<file path="src/hdl/tape_fmt_consts.svh">
// Constants for the tape formatter command and status port
`ifndef TAPE_FMT_CONSTS_SVH
`define TAPE_FMT_CONSTS_SVH
`define CLK_HZ          20000000
`define REPOS_MS        221
`define SS_WIN_MS       60
`define SS_WR_MS        22
`define SS_RD_MS        24
`define SS_RESTART_MS   80
`define STRM_WIN_MS     20
`define POST_MS         2
`define CHAR_NS_LO      25000
`define CHAR_NS_HI      6250
`define A_CTRL          4'h0
`define A_STAT          4'h4
`define A_CFG           4'h8
`define A_ACC           4'hc
`define CTRL_RST        1'h1
`define CFG_CONSEC_RST  4'h4
`define CFG_MISS_RST    4'h3
`define ST_REFUSED_BIT  6
`endif

</file>
<file path="src/hdl/tape_fmt_pkg.sv">
// Types for the tape formatter command and status port
package tape_fmt_pkg;
   typedef enum logic [1:0] {st_idle, st_wait, st_xfer, st_post} fmt_state_type;
endpackage

</file>
<file path="src/hdl/tape_formatter.sv">
// Formatter and transport control logic behind the tape interface bus
`timescale 1ns/1ps
`include "tape_fmt_consts.svh"
module tape_formatter #(
   parameter int CYC_PER_MS = `CLK_HZ / 1000,
   parameter int CW         = 9
) (
   input  wire logic          mclk,
   input  wire logic          nrst,
   input  wire logic          wb_cyc_i,
   input  wire logic          wb_stb_i,
   input  wire logic          wb_we_i,
   input  wire logic [3:0]    wb_adr_i,
   input  wire logic [31:0]   wb_dat_i,
   input  wire logic [3:0]    wb_sel_i,
   output logic      [31:0]   wb_dat_o,
   output logic               wb_ack_o,
   input  wire logic          cmd_launch_n,
   input  wire logic          rewind_n,
   input  wire logic          reverse_n,
   input  wire logic          write_sel_n,
   input  wire logic          write_tapemark_request_n,
   input  wire logic          high_speed_n,
   input  wire logic          last_char_n,
   input  wire logic          formatter_enable_n,
   input  wire logic          loopback_sense_n,
   input  wire logic [CW-1:0] wr_data_n,
   output logic      [CW-1:0] rd_data_n,
   output logic               fmt_busy_n,
   output logic               data_busy_n,
   output logic               file_mark_n,
   output logic               write_strobe_n,
   output logic               read_strobe_n,
   output logic               speed_n,
   output logic               ready_n,
   output logic               on_line_n,
   output logic               rewinding_n,
   output logic               file_protect_n,
   output logic               load_point_n,
   output logic               end_of_media_flag_n,
   output logic               corr_err_n,
   output logic               hard_err_n,
   input  wire logic          tensioned,
   input  wire logic          loading,
   input  wire logic          remote_sel,
   input  wire logic          ring_present,
   input  wire logic          load_marker,
   input  wire logic          eom_marker,
   input  wire logic          head_char_valid,
   input  wire logic [CW-1:0] head_char,
   input  wire logic          head_mark,
   input  wire logic          head_end,
   input  wire logic          head_single_err,
   input  wire logic          head_hard_err,
   output logic               tape_run,
   output logic               tape_reverse,
   output logic               tape_fast,
   output logic               tape_rewind,
   output logic               tape_write,
   output logic               tape_wchar_valid,
   output logic      [CW-1:0] tape_wchar,
   output logic               tape_mark_write
);
   localparam int CHAR_LO = (`CHAR_NS_LO * (`CLK_HZ / 1000000)) / 1000;
   localparam int CHAR_HI = (`CHAR_NS_HI * (`CLK_HZ / 1000000)) / 1000;

   tape_fmt_pkg::fmt_state_type state_q;
   logic          init;
   logic          launch_q;
   logic          rew_q;
   logic          ms_tick;
   logic [31:0]   div_q;
   logic [15:0]   since_start_q;
   logic [15:0]   since_blk_q;
   logic [15:0]   since_end_q;
   logic [15:0]   wait_q;
   logic [15:0]   acc_q;
   logic [9:0]    char_q;
   logic          accept;
   logic          refuse;
   logic          blk_end;
   logic          reinstr_ok;
   logic          busy_q;
   logic          wr_q;
   logic          rev_q;
   logic          fast_q;
   logic          wfm_q;
   logic          loop_q;
   logic          mode_ss_q;
   logic          pend_ss_q;
   logic [3:0]    hit_q;
   logic [3:0]    miss_q;
   logic          auto_q;
   logic [3:0]    consec_q;
   logic [3:0]    miss_lim_q;
   logic          refused_q;
   logic          rewinding_q;
   logic          eom_q;
   logic          fm_q;
   logic          wstb_q;
   logic          rstb_q;
   logic          corr_q;
   logic          hard_q;
   logic          ack_q;
   logic [31:0]   dat_q;
   logic [31:0]   rdata;
   logic          wr_hit;
   logic          post_done;

   // Access time in ms for a newly accepted command
   function automatic logic [15:0] access_ms(input logic ss, input logic fast,
                                             input logic wr, input logic ok,
                                             input logic [15:0] blk,
                                             input logic [15:0] start);
      logic [15:0] a;
      a = 16'h0000;
      if (fast || !ss) begin
         a = ok ? 16'h0000 : 16'(`REPOS_MS);
      end else begin
         a = wr ? 16'(`SS_WR_MS) : 16'(`SS_RD_MS);
         if (blk < 16'(`SS_WIN_MS)) begin
            a = a + (16'(`SS_WIN_MS) - blk);
         end
         if (start < 16'(`SS_RESTART_MS) && (16'(`SS_RESTART_MS) - start) > a) begin
            a = 16'(`SS_RESTART_MS) - start;
         end
      end
      return a;
   endfunction

   assign init = !nrst || formatter_enable_n;
   assign reinstr_ok = since_end_q <= 16'(`STRM_WIN_MS);
   assign blk_end = state_q == tape_fmt_pkg::st_post && post_done;
   assign post_done = ms_tick && wait_q <= 16'h0001;

   // Millisecond enable
   always_ff @(posedge mclk) begin
      if (!nrst || div_q == 32'(CYC_PER_MS - 1)) begin
         div_q <= 32'h0000_0000;
      end else begin
         div_q <= div_q + 32'h0000_0001;
      end
   end
   assign ms_tick = div_q == 32'(CYC_PER_MS - 1);

   // Launch pulse trailing edge
   always_ff @(posedge mclk) begin
      if (!nrst) begin
         launch_q <= 1'b0;
         rew_q    <= 1'b0;
      end else begin
         launch_q <= !cmd_launch_n;
         rew_q    <= !rewind_n;
      end
   end
   assign refuse = launch_q && cmd_launch_n && !busy_q && !init && reverse_n == 1'b0
                   && write_sel_n && (fast_q || !high_speed_n || !mode_ss_q);
   assign accept = launch_q && cmd_launch_n && !busy_q && !init && !refuse;

   // Latched command lines
   always_ff @(posedge mclk) begin
      if (init) begin
         wr_q   <= 1'b0;
         rev_q  <= 1'b0;
         fast_q <= 1'b0;
         wfm_q  <= 1'b0;
         loop_q <= 1'b0;
      end else if (accept) begin
         rev_q  <= !reverse_n;
         wr_q   <= !write_sel_n;
         wfm_q  <= !write_tapemark_request_n && !write_sel_n;
         fast_q <= !high_speed_n;
         loop_q <= !loopback_sense_n;
      end
   end

   // Elapsed time counters in ms
   always_ff @(posedge mclk) begin
      if (!nrst) begin
         since_start_q <= 16'hffff;
         since_blk_q   <= 16'hffff;
         since_end_q   <= 16'hffff;
      end else begin
         if (accept) begin
            since_start_q <= 16'h0000;
         end else if (ms_tick && since_start_q != 16'hffff) begin
            since_start_q <= since_start_q + 16'h0001;
         end
         if (state_q == tape_fmt_pkg::st_wait && wait_q == 16'h0000) begin
            since_blk_q <= 16'h0000;
         end else if (ms_tick && since_blk_q != 16'hffff) begin
            since_blk_q <= since_blk_q + 16'h0001;
         end
         if (blk_end) begin
            since_end_q <= 16'h0000;
         end else if (ms_tick && since_end_q != 16'hffff) begin
            since_end_q <= since_end_q + 16'h0001;
         end
      end
   end

   // Command sequencer
   always_ff @(posedge mclk) begin
      if (init) begin
         state_q <= tape_fmt_pkg::st_idle;
         busy_q  <= 1'b0;
         wait_q  <= 16'h0000;
         acc_q   <= 16'h0000;
      end else begin
         unique case (state_q)
            tape_fmt_pkg::st_idle: begin
               if (accept) begin
                  busy_q  <= 1'b1;
                  state_q <= tape_fmt_pkg::st_wait;
                  wait_q  <= access_ms(mode_ss_q, !high_speed_n, !write_sel_n,
                                       reinstr_ok, since_blk_q, since_start_q);
                  acc_q   <= access_ms(mode_ss_q, !high_speed_n, !write_sel_n,
                                       reinstr_ok, since_blk_q, since_start_q);
               end
            end
            tape_fmt_pkg::st_wait: begin
               if (wait_q == 16'h0000) begin
                  state_q <= tape_fmt_pkg::st_xfer;
               end else if (ms_tick) begin
                  wait_q <= wait_q - 16'h0001;
               end
            end
            tape_fmt_pkg::st_xfer: begin
               if ((wr_q && (wfm_q || (wstb_q && !last_char_n)))
                   || (!wr_q && (head_mark || head_end))) begin
                  state_q <= tape_fmt_pkg::st_post;
                  wait_q  <= 16'(`POST_MS);
               end
            end
            tape_fmt_pkg::st_post: begin
               if (post_done) begin
                  state_q <= tape_fmt_pkg::st_idle;
                  busy_q  <= 1'b0;
               end else if (ms_tick) begin
                  wait_q <= wait_q - 16'h0001;
               end
            end
         endcase
      end
   end

   // Character timing and strobes
   always_ff @(posedge mclk) begin
      if (init) begin
         char_q           <= 10'h000;
         wstb_q           <= 1'b0;
         rstb_q           <= 1'b0;
         fm_q             <= 1'b0;
         tape_wchar_valid <= 1'b0;
         tape_wchar       <= '0;
         tape_mark_write  <= 1'b0;
         rd_data_n        <= '1;
      end else begin
         wstb_q           <= 1'b0;
         rstb_q           <= 1'b0;
         fm_q             <= 1'b0;
         tape_wchar_valid <= 1'b0;
         tape_mark_write  <= 1'b0;
         if (state_q == tape_fmt_pkg::st_xfer && wr_q && !wstb_q) begin
            if (wfm_q) begin
               tape_mark_write <= 1'b1;
               fm_q            <= 1'b1;
            end else if (char_q == 10'((fast_q ? CHAR_HI : CHAR_LO) - 1)) begin
               char_q <= 10'h000;
               wstb_q <= 1'b1;
            end else begin
               char_q <= char_q + 10'h001;
            end
         end else begin
            char_q <= 10'h000;
         end
         if (wstb_q && state_q == tape_fmt_pkg::st_xfer) begin
            tape_wchar_valid <= 1'b1;
            tape_wchar       <= ~wr_data_n;
            if (loop_q) begin
               rd_data_n <= wr_data_n;
               rstb_q    <= 1'b1;
            end
         end
         if (state_q == tape_fmt_pkg::st_xfer && !wr_q) begin
            if (head_char_valid) begin
               rd_data_n <= ~head_char;
               rstb_q    <= 1'b1;
            end
            if (head_mark) begin
               fm_q <= 1'b1;
            end
         end
      end
   end

   // Read error indications
   always_ff @(posedge mclk) begin
      if (init || accept) begin
         corr_q <= 1'b0;
         hard_q <= 1'b0;
      end else if (state_q == tape_fmt_pkg::st_xfer && !wr_q) begin
         corr_q <= corr_q || head_single_err;
         hard_q <= hard_q || head_hard_err;
      end
   end

   // Low-speed mode control
   always_ff @(posedge mclk) begin
      if (!nrst) begin
         mode_ss_q <= 1'b0;
         pend_ss_q <= 1'b0;
         hit_q     <= 4'h0;
         miss_q    <= 4'h0;
      end else begin
         if (accept && high_speed_n && auto_q) begin
            if (!mode_ss_q) begin
               if (reinstr_ok) begin
                  miss_q <= 4'h0;
               end else begin
                  miss_q <= miss_q + 4'h1;
                  if (miss_q + 4'h1 >= miss_lim_q) begin
                     pend_ss_q <= 1'b1;
                  end
               end
            end else if (reinstr_ok) begin
               hit_q <= hit_q + 4'h1;
               if (hit_q + 4'h1 >= consec_q) begin
                  pend_ss_q <= 1'b0;
               end
            end else begin
               hit_q <= 4'h0;
            end
         end
         if (blk_end && !fast_q) begin
            mode_ss_q <= pend_ss_q;
            if (mode_ss_q != pend_ss_q) begin
               hit_q  <= 4'h0;
               miss_q <= 4'h0;
            end
         end
      end
   end

   // Rewind and tape position flags
   always_ff @(posedge mclk) begin
      if (!nrst) begin
         rewinding_q <= 1'b0;
         eom_q       <= 1'b0;
      end else begin
         if (rew_q && rewind_n && remote_sel && !busy_q) begin
            rewinding_q <= 1'b1;
         end else if (load_marker) begin
            rewinding_q <= 1'b0;
         end
         if (eom_marker && tape_run && !rev_q) begin
            eom_q <= 1'b1;
         end else if (rew_q && rewind_n) begin
            eom_q <= 1'b0;
         end
      end
   end

   // Wishbone slave
   assign wr_hit = wb_cyc_i && wb_stb_i && wb_we_i && ack_q;
   always_comb begin
      rdata = 32'h0000_0000;
      unique case (wb_adr_i)
         `A_CTRL: rdata = {31'h0000_0000, auto_q};
         `A_STAT: rdata = {24'h00_0000, tensioned, refused_q, rewinding_q, eom_q,
                           pend_ss_q, mode_ss_q, state_q != tape_fmt_pkg::st_idle
                           && state_q != tape_fmt_pkg::st_wait, busy_q};
         `A_CFG:  rdata = {20'h0_0000, miss_lim_q, 4'h0, consec_q};
         `A_ACC:  rdata = {16'h0000, acc_q};
         default: rdata = 32'h0000_0000;
      endcase
   end
   always_ff @(posedge mclk) begin
      if (!nrst) begin
         ack_q <= 1'b0;
         dat_q <= 32'h0000_0000;
      end else begin
         ack_q <= wb_cyc_i && wb_stb_i && !ack_q;
         if (wb_cyc_i && wb_stb_i && !ack_q) begin
            dat_q <= rdata;
         end
      end
   end
   always_ff @(posedge mclk) begin
      if (!nrst) begin
         auto_q     <= `CTRL_RST;
         consec_q   <= `CFG_CONSEC_RST;
         miss_lim_q <= `CFG_MISS_RST;
      end else if (wr_hit) begin
         if (wb_adr_i == `A_CTRL && wb_sel_i[0]) begin
            auto_q <= wb_dat_i[0];
         end
         if (wb_adr_i == `A_CFG && wb_sel_i[0]) begin
            consec_q <= wb_dat_i[3:0];
         end
         if (wb_adr_i == `A_CFG && wb_sel_i[1]) begin
            miss_lim_q <= wb_dat_i[11:8];
         end
      end
   end
   // Refused flag: new refusal wins over clear by write of one
   always_ff @(posedge mclk) begin
      if (!nrst) begin
         refused_q <= 1'b0;
      end else if (refuse) begin
         refused_q <= 1'b1;
      end else if (wr_hit && wb_adr_i == `A_STAT && wb_sel_i[0]
                   && wb_dat_i[`ST_REFUSED_BIT]) begin
         refused_q <= 1'b0;
      end
   end
   assign wb_ack_o = ack_q;
   assign wb_dat_o = dat_q;

   // Bus status, true is low; tape_* transport outputs, true is high
   assign fmt_busy_n          = !busy_q;
   assign data_busy_n         = !(state_q == tape_fmt_pkg::st_xfer
                                  || state_q == tape_fmt_pkg::st_post);
   assign file_mark_n         = !fm_q;
   assign write_strobe_n      = !wstb_q;
   assign read_strobe_n       = !rstb_q;
   assign speed_n             = !fast_q;
   assign ready_n             = !(tensioned && !rewinding_q && remote_sel && !loading);
   assign on_line_n           = !remote_sel;
   assign rewinding_n         = !rewinding_q;
   assign file_protect_n      = ring_present;
   assign load_point_n        = !(load_marker && !rewinding_q);
   assign end_of_media_flag_n = !eom_q;
   assign corr_err_n          = !corr_q;
   assign hard_err_n          = !hard_q;
   assign tape_run            = state_q != tape_fmt_pkg::st_idle;
   assign tape_reverse        = rev_q || rewinding_q;
   assign tape_fast           = fast_q;
   assign tape_rewind         = rewinding_q;
   assign tape_write          = wr_q && ring_present;
endmodule
</file>
<file path="config.mk">
export PLATFORM = sky130hd
export DESIGN_NAME = tape_formatter
export DESIGN_NICKNAME = d
export VERILOG_FILES = /design/src/hdl/tape_fmt_pkg.sv /design/src/hdl/tape_formatter.sv
export VERILOG_INCLUDE_DIRS = /design/src /design/src/hdl
export SDC_FILE = /design/constraint.sdc
export NUM_CORES = 1
export LEC_CHECK = 0
export ABC_AREA = 0
export BUFFER_PORTS_ARGS = -buffer_cell sky130_fd_sc_hd__buf_2
export CAP_MARGIN = 5
export CELL_PAD_IN_SITES_DETAIL_PLACEMENT = 1
export CELL_PAD_IN_SITES_GLOBAL_PLACEMENT = 1
export CORE_MARGIN = 4
export CORE_UTILIZATION = 44
export CTS_BUF_LIST = sky130_fd_sc_hd__clkbuf_4 sky130_fd_sc_hd__clkbuf_8
export DETAILED_ROUTE_END_ITERATION = 8
export PLACE_DENSITY = 0.9
export SLEW_MARGIN = 20
export SYNTH_ARGS = -nofsm -noshare
export SYNTH_HDL_FRONTEND = slang
export SYNTH_SLANG_ARGS = --single-unit
export TNS_END_PERCENT = 5
</file>
<file path="constraint.sdc">
create_clock -name mclk -period 6.3 [get_ports mclk]
set_input_delay 0.63 -clock mclk [delete_from_list [all_inputs] [get_ports mclk]]
set_output_delay 0.63 -clock mclk [all_outputs]
set_load 0.005 [all_outputs]
</file>
==> results of run 1 <==
[sequential cells by signal, indices dropped and copies added, names as in the netlist, 2 cells and up]
register,count
hit_q,4
tape_wchar,9
wait_q,16
miss_lim_q,4
char_q,10
consec_q,4
wb_dat_o,16
div_q,32
since_end_q,16
acc_q,16
state_q,2
rd_data_n,9
since_start_q,16
miss_q,4
since_blk_q,16
[per-layer routing]
metal	up-vias	routed length, um	track usage
met5	-	0	0
met4	0	787	0.0766
met3	66	1710	0.0461
met2	252	15100	0.402
met1	4701	13200	0.281
li1	4661	-	-
[power by group through the flow]
stage          Combinational (uW)  Clock, uW  Sequential (uW)
2_1_floorplan                91.5          0             1280
3_3_place_gp                  128          0             1280
3_5_place_dp                  133          0             1280
4_1_cts                       134        905             1260
5_1_grt                       150        958             1260
6_report                      135        885             1260
[critical path, delay by kind of cell (launching register included)]
family,cells,cell delay (ns)
buffers and inverters,2,0.15
DFF,1,0.38
adders and majority gates,4,1.15
AOI/OAI and AO/OA,9,2.44
and+or+nand+nor,2,0.80
[worst paths after layout]
path                  end  slack (ns)  cells past startpoint
min                 rew_q        0.29                      2
max             wait_q[9]        1.33                     17
min reg2reg  wb_dat_o[14]        0.46                      2
max reg2reg     wait_q[9]        1.33                     17
[kinds of logic (layout without fill, tap and decap cells)]
logic type                 Yosys count  after routing  share of synthesized area
DFF                                196            196                      0.372
other                                1             16                   0.000356
AOI/OAI and AO/OA                  262            262                      0.150
and+or+nand+nor                    507            507                      0.240
xor gates and xnor gates           105            105                     0.0872
muxes                               35             35                     0.0343
buffers and inverters              133            209                     0.0552
adders and majority gates           51             51                     0.0612
[area by class of cell]
cell class,count,area (sq um)
tap,319,399
clock buffer,17,234
fill,2954,11800
timing repair buffer,123,641
sequential,196,3920
inverter,54,203
clock inverter,15,209
multi-input combinational,976,6090
[per-stage QoR]
step           hold slack, ns  setup WS, ns   util
6_report                0.287          1.33  0.497
3_5_place_dp            0.443         0.884  0.478
5_1_grt                 0.264         0.887  0.497
3_3_place_gp            0.438          1.01  0.478
2_1_floorplan           0.426          1.70      -
4_1_cts                 0.278          1.33  0.497
[synthesized netlist by cell type, types with 45 or more instances]
cell type  number  area, sq um
nand2_1       108          405
dfxtp_1       196         3920
clkbuf_1       54          203
nand3_1        49          245
a21oi_1        85          425
nor2_1        157          589
inv_1          54          203
xnor2_1        45          394
ha_1           50          626
o21ai_0        71          355
xor2_1         60          526
[cell usage in the layout (no fill, tap or decap), drive strengths merged, types with 9 or more instances in the layout]
cell type,netlist,routed
a211oi,14,14
nand3,49,49
nor4,19,19
and3,23,23
xor2,60,60
nor2,157,157
mux2,9,9
mux2i,26,26
nand4,34,34
conb,1,16
and4,12,12
a22oi,12,12
nor3,35,35
nand2,108,108
dfxtp,196,196
a21oi,85,85
or3,14,14
xnor2,45,45
inv,54,63
buf,25,123
ha,50,50
o21ai,94,94
a31oi,9,9
and2,13,13
clkbuf,54,17
==> flow_metrics.tcl, run 1 <==
set metrics [dict create \
    synth_cell_types 67 \
    dp_cells 1668 \
    rsz0062_at_grt "no" \
    synth_flop_cell "dfxtp_1" \
    final_max_slew_viol_count 0 \
    die_area_sq_mm 0.0265 \
    ant_nets 0 \
    antennaDiodeCount 0 \
    cts_made_buffers 17 \
    crit_type "reg2reg" \
    power_uw 2280 \
    gp_congestion 0.839 \
    nNetsFinal 1502 \
    clock_path_buffers 2 \
    total_leakage_power_uw 0.00469 \
    fin_crit_sh 0.789 \
    drtIter0Drc 593 \
    hold_class "in2reg" \
    synth_area_per_cell_sq_um 8.17 \
    core-area_sq_mm 0.0235 \
    fmax_ghz 0.201 \
    cts_setup_buffers 0 \
    grt_pass1_wl_mm 50.0 \
    ios 155 \
    ys_ff_latch 196 \
    hold_start "rewind_n" \
    pwr-share-clk 0.389 \
    wl_per_cell_um 18.1 \
    die_h_um 163 \
    htree_levels 4 \
    vias 9680 \
    max_cap_violations 0 \
    tritoncts "done" \
    post-dp-hpwl_mm 22.4 \
    hold_viol 0 \
    swShare 0.291 \
    port_buffers 113 \
    reg2reg_from "since_blk_q[1]" \
    cts.sinks 196 \
    stdcell_count 1700 \
    ys_seq_area_frac 0.372 \
    async_flop_share 0 \
    synth_area_sq_mm 0.0105 \
    drive_gt1_frac 0.131 \
    fin_skew_ns 0.0294 \
    cts_resized 0 \
    initial_core_util 0.448 \
    grt_max_degree 57 \
    insertion_delay_ns 0.51 \
    grt_pass1_vias 10061 \
    dpl-instance-area_sq_mm 0.0113 \
    vdd_ir_drop_max_mv 0.107 \
    path_max_fanout 15 \
    crit_start "since_blk_q[1]" \
    dr.pass1.iters 5 \
    period_needed_ns 4.97 \
    hold_buffers 0 \
    outcome "finished clean" \
    powerDensity_mw_per_mm2 195 \
    worst_pin_slew_ns 1.05 \
    grtUsageTotal 0.229 \
    setup_tns_ns 0 \
    arrival_ns 5.42 \
    critPathCaptureType "register" \
    crit_path_start_kind "register" \
    synth-edff-count 0 \
    overflow 0 \
    final_cell_area_sq_mm 0.0117 \
    die_w_um 163 \
    rows 56 \
    cts.clk_slew.worst_paths_ns 0.13 \
    wl_mm 30.7 \
    required_ns 6.75 \
    cp_slowest_cell "a2111oi_0" \
    p_switching_uw 662 \
    antenna_found_initial 0 \
    area_growth_pct 11.0 \
    slowest_delay_ns 0.62 \
    drc_errors 0 \
    cts-root-buf "clkbuf_8" \
    drt-vias-per-instance 5.69 \
    relSlewSlack 0.298 \
    p_comb_frac 0.059 \
    seqPwrFrac 0.552 \
    syn_inst 1290 \
    ys_warn_count 0 \
    path_cells "inv_1 -> ha_1 -> ha_1 -> inv_1 -> fa_1 -> nand2b_1 -> a2111oi_0 -> a21oi_1 -> o31ai_1 -> ha_1 -> a21oi_1 -> o21ai_0 -> a21o_1 -> o31a_4 -> nor4_1 -> o21ai_1 -> a21oi_1" \
    p_int_uw 1610 \
    setup_viol 0 \
]
No activity file was read; power rests on OpenSTA's default activity.
==> inputs of run 2 (changes only) <==
--- a/config.mk
+++ b/config.mk
@@ -12,10 +12,10 @@
 export CELL_PAD_IN_SITES_DETAIL_PLACEMENT = 1
 export CELL_PAD_IN_SITES_GLOBAL_PLACEMENT = 1
 export CORE_MARGIN = 4
-export CORE_UTILIZATION = 44
+export CORE_UTILIZATION = 40
 export CTS_BUF_LIST = sky130_fd_sc_hd__clkbuf_4 sky130_fd_sc_hd__clkbuf_8
 export DETAILED_ROUTE_END_ITERATION = 8
-export PLACE_DENSITY = 0.9
+export PLACE_DENSITY = 0.87
 export SLEW_MARGIN = 20
 export SYNTH_ARGS = -nofsm -noshare
 export SYNTH_HDL_FRONTEND = slang
==> constraint.sdc (replaced) <==
create_clock -name mclk -period 4.1 [get_ports mclk]
set_input_delay 0.41 -clock mclk [delete_from_list [all_inputs] [get_ports mclk]]
set_output_delay 0.41 -clock mclk [all_outputs]
set_load 0.005 [all_outputs]
==> run 2 against run 1 <==
Compared with the run above:
- the flow now finishes with violations (negative setup slack)
- non-clock buffer count is 53 higher
- largest power group unchanged
- count of clock-buffer cells in the layout stayed put
- fmax is 14% higher
- first-iteration DRC count is 15% higher
- hold slack worse by 0.22 ns
- highest routed layer is now met5
==> flow_metrics.tcl, run 2 (synthesized netlist as in run 1, its figures left out) <==
set metrics [dict create \
    antennaDiodeCount 0 \
    violations "negative setup slack" \
    rows 59 \
    multiInputGateArea_sq_mm 0.00637 \
    hold_class "in2reg" \
    worst_slack_ns -0.271 \
    insertion_delay_ns 0.51 \
    required_ns 4.51 \
    n_fill_cell 3132 \
    hold_viol 0 \
    pwr-share-clk 0.396 \
    reg2reg_slack_ns -0.27 \
    grt_max_degree 57 \
    final_cell_mix "dfxtp_1, nor2_1, buf_2" \
    swShare 0.303 \
    powerDensity_mw_per_mm2 290 \
    utilization 0.479 \
    port_buffers 113 \
    fin_skew_ns 0.0265 \
    fmax_ghz 0.229 \
    cts.sinks 196 \
    core-area_sq_mm 0.0260 \
    cts-root-buf "clkbuf_8" \
    wl_per_cell_um 19.4 \
    p_int_uw 2520 \
    vdd_ir_drop_max_mv 0.278 \
    rsz0062_at_grt "yes" \
    regMostFlops "div_q" \
    mostFrequentLayoutCell "dfxtp_1" \
    critPathCaptureType "register" \
    die_h_um 170 \
    arrival_ns 4.78 \
    htree_levels 4 \
    cp_slowest_cell "a2111oi_4" \
    outcome "complete, but fails checks" \
    stdcell_count 1770 \
    cp_common_cell "buf_4" \
    total_leakage_power_uw 0.00499 \
    max_cap_violations 0 \
    worst_pin_slew_ns 1.10 \
    drive_gt1_frac 0.196 \
    post-dp-hpwl_mm 23.0 \
    drt-vias-per-instance 5.76 \
    setup_viol 32 \
    die_area_sq_mm 0.0290 \
    vias 10189 \
    period_needed_ns 4.37 \
    tritoncts "done" \
    slowest_delay_ns 0.44 \
    largest_register_ffs 32 \
    initial_core_util 0.406 \
    grt_pass1_wl_mm 52.4 \
    antenna_found_initial 1 \
    path_cells "inv_2 -> ha_4 -> ha_4 -> inv_2 -> fa_2 -> nand2b_4 -> a2111oi_4 -> a21oi_2 -> o31ai_2 -> ha_1 -> nand4_1 -> buf_4 -> a2111oi_4 -> buf_4 -> o31a_4 -> buf_4 -> buf_6 -> a31oi_2 -> a2111oi_2" \
    cts_made_buffers 17 \
    crit_path_start_kind "register" \
    path_max_fanout 4 \
    p_switching_uw 1090 \
    nNetsFinal 1556 \
    drc_errors 0 \
    crit_type "reg2reg" \
    dr.pass1.iters 6 \
    seqPwrFrac 0.535 \
    relSlewSlack 0.265 \
    cts.clk_slew.worst_paths_ns 0.12 \
    grt_pass1_vias 10296 \
    drtIter0Drc 680 \
    wl_mm 34.4 \
    area_growth_pct 18.0 \
    final_max_slew_viol_count 0 \
    overflow 0 \
    seqCellArea_sq_mm 0.00393 \
    dp_cells 1723 \
    die_w_um 170 \
    final_cell_area_sq_mm 0.0124 \
    hold_buffers 0 \
    fin_crit_sh 1.07 \
    p_comb_frac 0.069 \
    ant_nets 0 \
    dpl-instance-area_sq_mm 0.0116 \
    gp_congestion 0.873 \
    clock_path_buffers 2 \
    grtUsageTotal 0.219 \
    ios 155 \
]
[run 2: cell count changes in the layout (fill, tap and decap cells not counted), sizes merged]
cell    before  now
inv         63   64
clkinv       6    5
buf        123  176
o31a         1    2
[run 2: per-stage QoR]
stage / power [uW] / setup TNS, ns / hold slack (ns) / setup slack [ns]
4_1_cts: 3610 / -0.276 / 0.0523 / -0.0617
3_5_place_dp: 2190 / -11.05 / 0.445 / -0.461
2_1_floorplan: 2110 / 0 / 0.426 / 0.0166
3_3_place_gp: 2180 / -5.61 / 0.440 / -0.263
6_report: 3610 / -5.26 / 0.0658 / -0.271
5_1_grt: 3730 / -10.12 / 0.0492 / -0.441
[run 2: critical path, delay by kind of cell, from the launching register on]
kind                       cells  cell delay [ns]
AOI/OAI and AO/OA              7             1.83
and+or+nand+nor                2             0.41
buffers and inverters          6             0.76
adders and majority gates      4             0.92
DFF                            1             0.36
[run 2: cell type report]
class,instances,area share
Sequential cell,196,0.316
Clock inverter,15,0.0182
Clock buffer,17,0.0188
Inverter,54,0.0163
Tap cell,335,0.0337
Multi-Input combinational cell,977,0.513
Timing Repair Buffer,176,0.0848
[run 2: worst paths after layout]
kind	depth (start not counted)	endpoint	from
worst min register to register	2	wb_dat_o[14]	wb_dat_o[14]
worst min-delay path	2	rew_q	rewind_n
worst max register to register	19	wait_q[0]	since_blk_q[1]
worst max-delay path	19	wait_q[0]	since_blk_q[1]
[run 2: metal layers]
metal | vias up | global-route usage | share of wire
met5 | - | 0 | 0.00038
met4 | 2 | 0.0649 | 0.027
met3 | 86 | 0.0402 | 0.061
met2 | 354 | 0.400 | 0.50
met1 | 4972 | 0.262 | 0.41
li1 | 4775 | - | -
[run 2: power groups by stage]
| stage | sequential [uW] | combinational [uW] | clock (uW) |
|---|---|---|---|
| 2_1_floorplan | 1970 | 141 | 0 |
| 3_3_place_gp | 1970 | 210 | 0 |
| 3_5_place_dp | 1970 | 218 | 0 |
| 4_1_cts | 1930 | 229 | 1450 |
| 5_1_grt | 1930 | 270 | 1530 |
| 6_report | 1930 | 250 | 1430 |
[run 2: what timing repair did]
action,4_1_cts,5_1_grt
pin swaps,19,28
gates cloned,1,0
endpoints found under the setup margin,32,32
buffers inserted,5,10
endpoints found under the hold margin,0,0
resized for setup,20,34
==> inputs of run 3 (changes only) <==
--- a/config.mk
+++ b/config.mk
@@ -12,10 +12,10 @@
 export CELL_PAD_IN_SITES_DETAIL_PLACEMENT = 1
 export CELL_PAD_IN_SITES_GLOBAL_PLACEMENT = 1
 export CORE_MARGIN = 4
-export CORE_UTILIZATION = 40
+export CORE_UTILIZATION = 44
 export CTS_BUF_LIST = sky130_fd_sc_hd__clkbuf_4 sky130_fd_sc_hd__clkbuf_8
 export DETAILED_ROUTE_END_ITERATION = 8
-export PLACE_DENSITY = 0.87
+export PLACE_DENSITY = 0.9
 export SLEW_MARGIN = 20
 export SYNTH_ARGS = -nofsm -noshare
 export SYNTH_HDL_FRONTEND = slang
==> constraint.sdc (replaced) <==
create_clock -name mclk -period 4.9 [get_ports mclk]
set_input_delay 0.49 -clock mclk [delete_from_list [all_inputs] [get_ports mclk]]
set_output_delay 0.49 -clock mclk [all_outputs]
set_load 0.005 [all_outputs]
==> run 3 against run 2 <==
Compared with the run above:
- the flow now finishes without violations
- register-to-register slack better by 0.56 ns
- fmax down 5.2%
- wire length down 8.5%
- via count down 3.6%
- critical path depth unchanged
- combinational power down 29%
- sequential power down 16%
- global-route usage up 1.3 points
- highest routed layer is now met4
==> flow_metrics.tcl, run 3 (synthesized netlist as in run 1, its figures left out) <==
set metrics [dict create \
    drc_errors 0 \
    antenna_found_initial 0 \
    hold_viol 0 \
    cts.clk_slew.worst_paths_ns 0.11 \
    stdcell_count 1704 \
    whs_ns 0.180 \
    regMostFlops "div_q" \
    p_int_uw 2070 \
    reg2regPathDepth 19 \
    insertion_delay_ns 0.50 \
    grt_max_degree 57 \
    hold_buffers 0 \
    die_area_sq_mm 0.0265 \
    die_h_um 163 \
    hold_class "in2reg" \
    tritoncts "done" \
    required_ns 5.31 \
    rows 56 \
    multiInputGateArea_sq_mm 0.00613 \
    die_w_um 163 \
    hold_depth 2 \
    dr.pass1.iters 5 \
    cts-root-buf "clkbuf_8" \
    drtIter0Drc 607 \
    fin_crit_sh 0.941 \
    antennaDiodeCount 0 \
    period_needed_ns 4.61 \
    post-dp-hpwl_mm 22.8 \
    powerDensity_mw_per_mm2 248 \
    final_cell_mix "dfxtp_1, nor2_1, buf_2" \
    grtUsageTotal 0.232 \
    outcome "finished clean" \
    mostFrequentLayoutCell "dfxtp_1" \
    nNetsFinal 1506 \
    wl_per_cell_um 18.5 \
    n_fill_cell 2880 \
    largest_register_ffs 32 \
    cts_setup_buffers 0 \
    htree_levels 4 \
    clock_path_buffers 2 \
    gp_congestion 0.839 \
    critPathCaptureType "register" \
    grt_pass1_vias 10083 \
    total_leakage_power_uw 0.00471 \
    crit_type "reg2reg" \
    ios 155 \
    path_max_fanout 15 \
    ant_nets 0 \
    seqCellArea_sq_mm 0.00392 \
    relSlewSlack 0.279 \
    grt_pass1_wl_mm 50.7 \
    final_max_slew_viol_count 0 \
    fin_skew_ns 0.0240 \
    worst_pin_slew_ns 1.08 \
    arrival_ns 5.03 \
    pwr-share-clk 0.385 \
    vdd_ir_drop_max_mv 0.219 \
    swShare 0.290 \
    overflow 0 \
    dp_cells 1672 \
    max_cap_violations 0 \
    initial_core_util 0.448 \
    wl_mm 31.5 \
    fmax_ghz 0.217 \
    drive_gt1_frac 0.137 \
    worst_slack_ns 0.288 \
    rsz0062_at_grt "no" \
    cts_made_buffers 17 \
    seqPwrFrac 0.554 \
    vias 9826 \
    area_growth_pct 11.5 \
    core-area_sq_mm 0.0235 \
    post-place-ws_ns -0.0830 \
    p_switching_uw 846 \
    setup_viol 0 \
    crit_path_start_kind "register" \
    port_buffers 113 \
    p_comb_frac 0.061 \
    cts.sinks 196 \
    drt-vias-per-instance 5.77 \
]
## run 3: cell count changes in the layout (fill, tap and decap cells not counted), moves of 4 or more
cell and change:
a21oi_1 +11, a21oi_2 -11, buf_4 -47, ha_1 +4, ha_4 -4, o21ai_0 +5
o21ai_1 -4, o31ai_1 +4, o31ai_2 -4
## run 3: worst max-delay path, cell delays in order, from the launching register on
cell       delay, ns
dfxtp_1         0.39
inv_1           0.10
ha_1            0.28
ha_1            0.17
inv_1           0.06
fa_1            0.40
nand2b_1        0.22
a2111oi_2       0.32
buf_4           0.18
a21oi_1         0.13
o31ai_1         0.23
ha_1            0.30
a21oi_1         0.16
o21ai_0         0.16
a21o_1          0.22
o31a_4          0.43
nor4_1          0.32
buf_4           0.21
o21ai_1         0.06
a21oi_1         0.18
## run 3: repair_timing
action,4_1_cts,5_1_grt
setup endpoints to repair,0,31
gates resized for setup,0,7
endpoints found under the hold margin,0,0
## run 3: final cells by class
type / count / area share
Clock inverter: 15 / 0.0163
Clock buffer: 17 / 0.0199
Inverter: 54 / 0.0172
Multi-Input combinational cell: 976 / 0.522
Timing Repair Buffer: 127 / 0.0571
Tap cell: 319 / 0.0340
Sequential cell: 196 / 0.334
## run 3: worst paths after layout
kind,endpoint,start,slack (ns)
max,wait_q[12],since_blk_q[1],0.29
max reg2reg,wait_q[12],since_blk_q[1],0.29
min,rew_q,rewind_n,0.18
min reg2reg,wb_dat_o[12],wb_dat_o[12],0.46
## run 3: layer usage
metal  global-route usage  up-vias  routed length (um)
met5                    0        -                   0
met4               0.0793        0                 786
met3               0.0423       62                1740
met2                0.416      287               15800
met1                0.278     4806               13100
li1                     -     4671                   -
## run 3: power by group through the flow
stage,Sequential (uW),Clock (uW),Combinational (uW)
3_5_place_dp,1650,0,172
4_1_cts,1610,1140,173
3_3_place_gp,1650,0,164
5_1_grt,1620,1200,194
6_report,1620,1120,177
2_1_floorplan,1640,0,118
## run 3: through the flow
stage / instance area (sq um) / TNS [ns] / power, uW / util
3_5_place_dp: 11300 / -0.754 / 1820 / 0.480
2_1_floorplan: 10600 / 0 / 1760 / -
5_1_grt: 11800 / 0 / 3020 / 0.499
3_3_place_gp: 11300 / 0 / 1810 / 0.480
6_report: 11800 / 0 / 2920 / 0.499
4_1_cts: 11700 / 0 / 2930 / 0.498
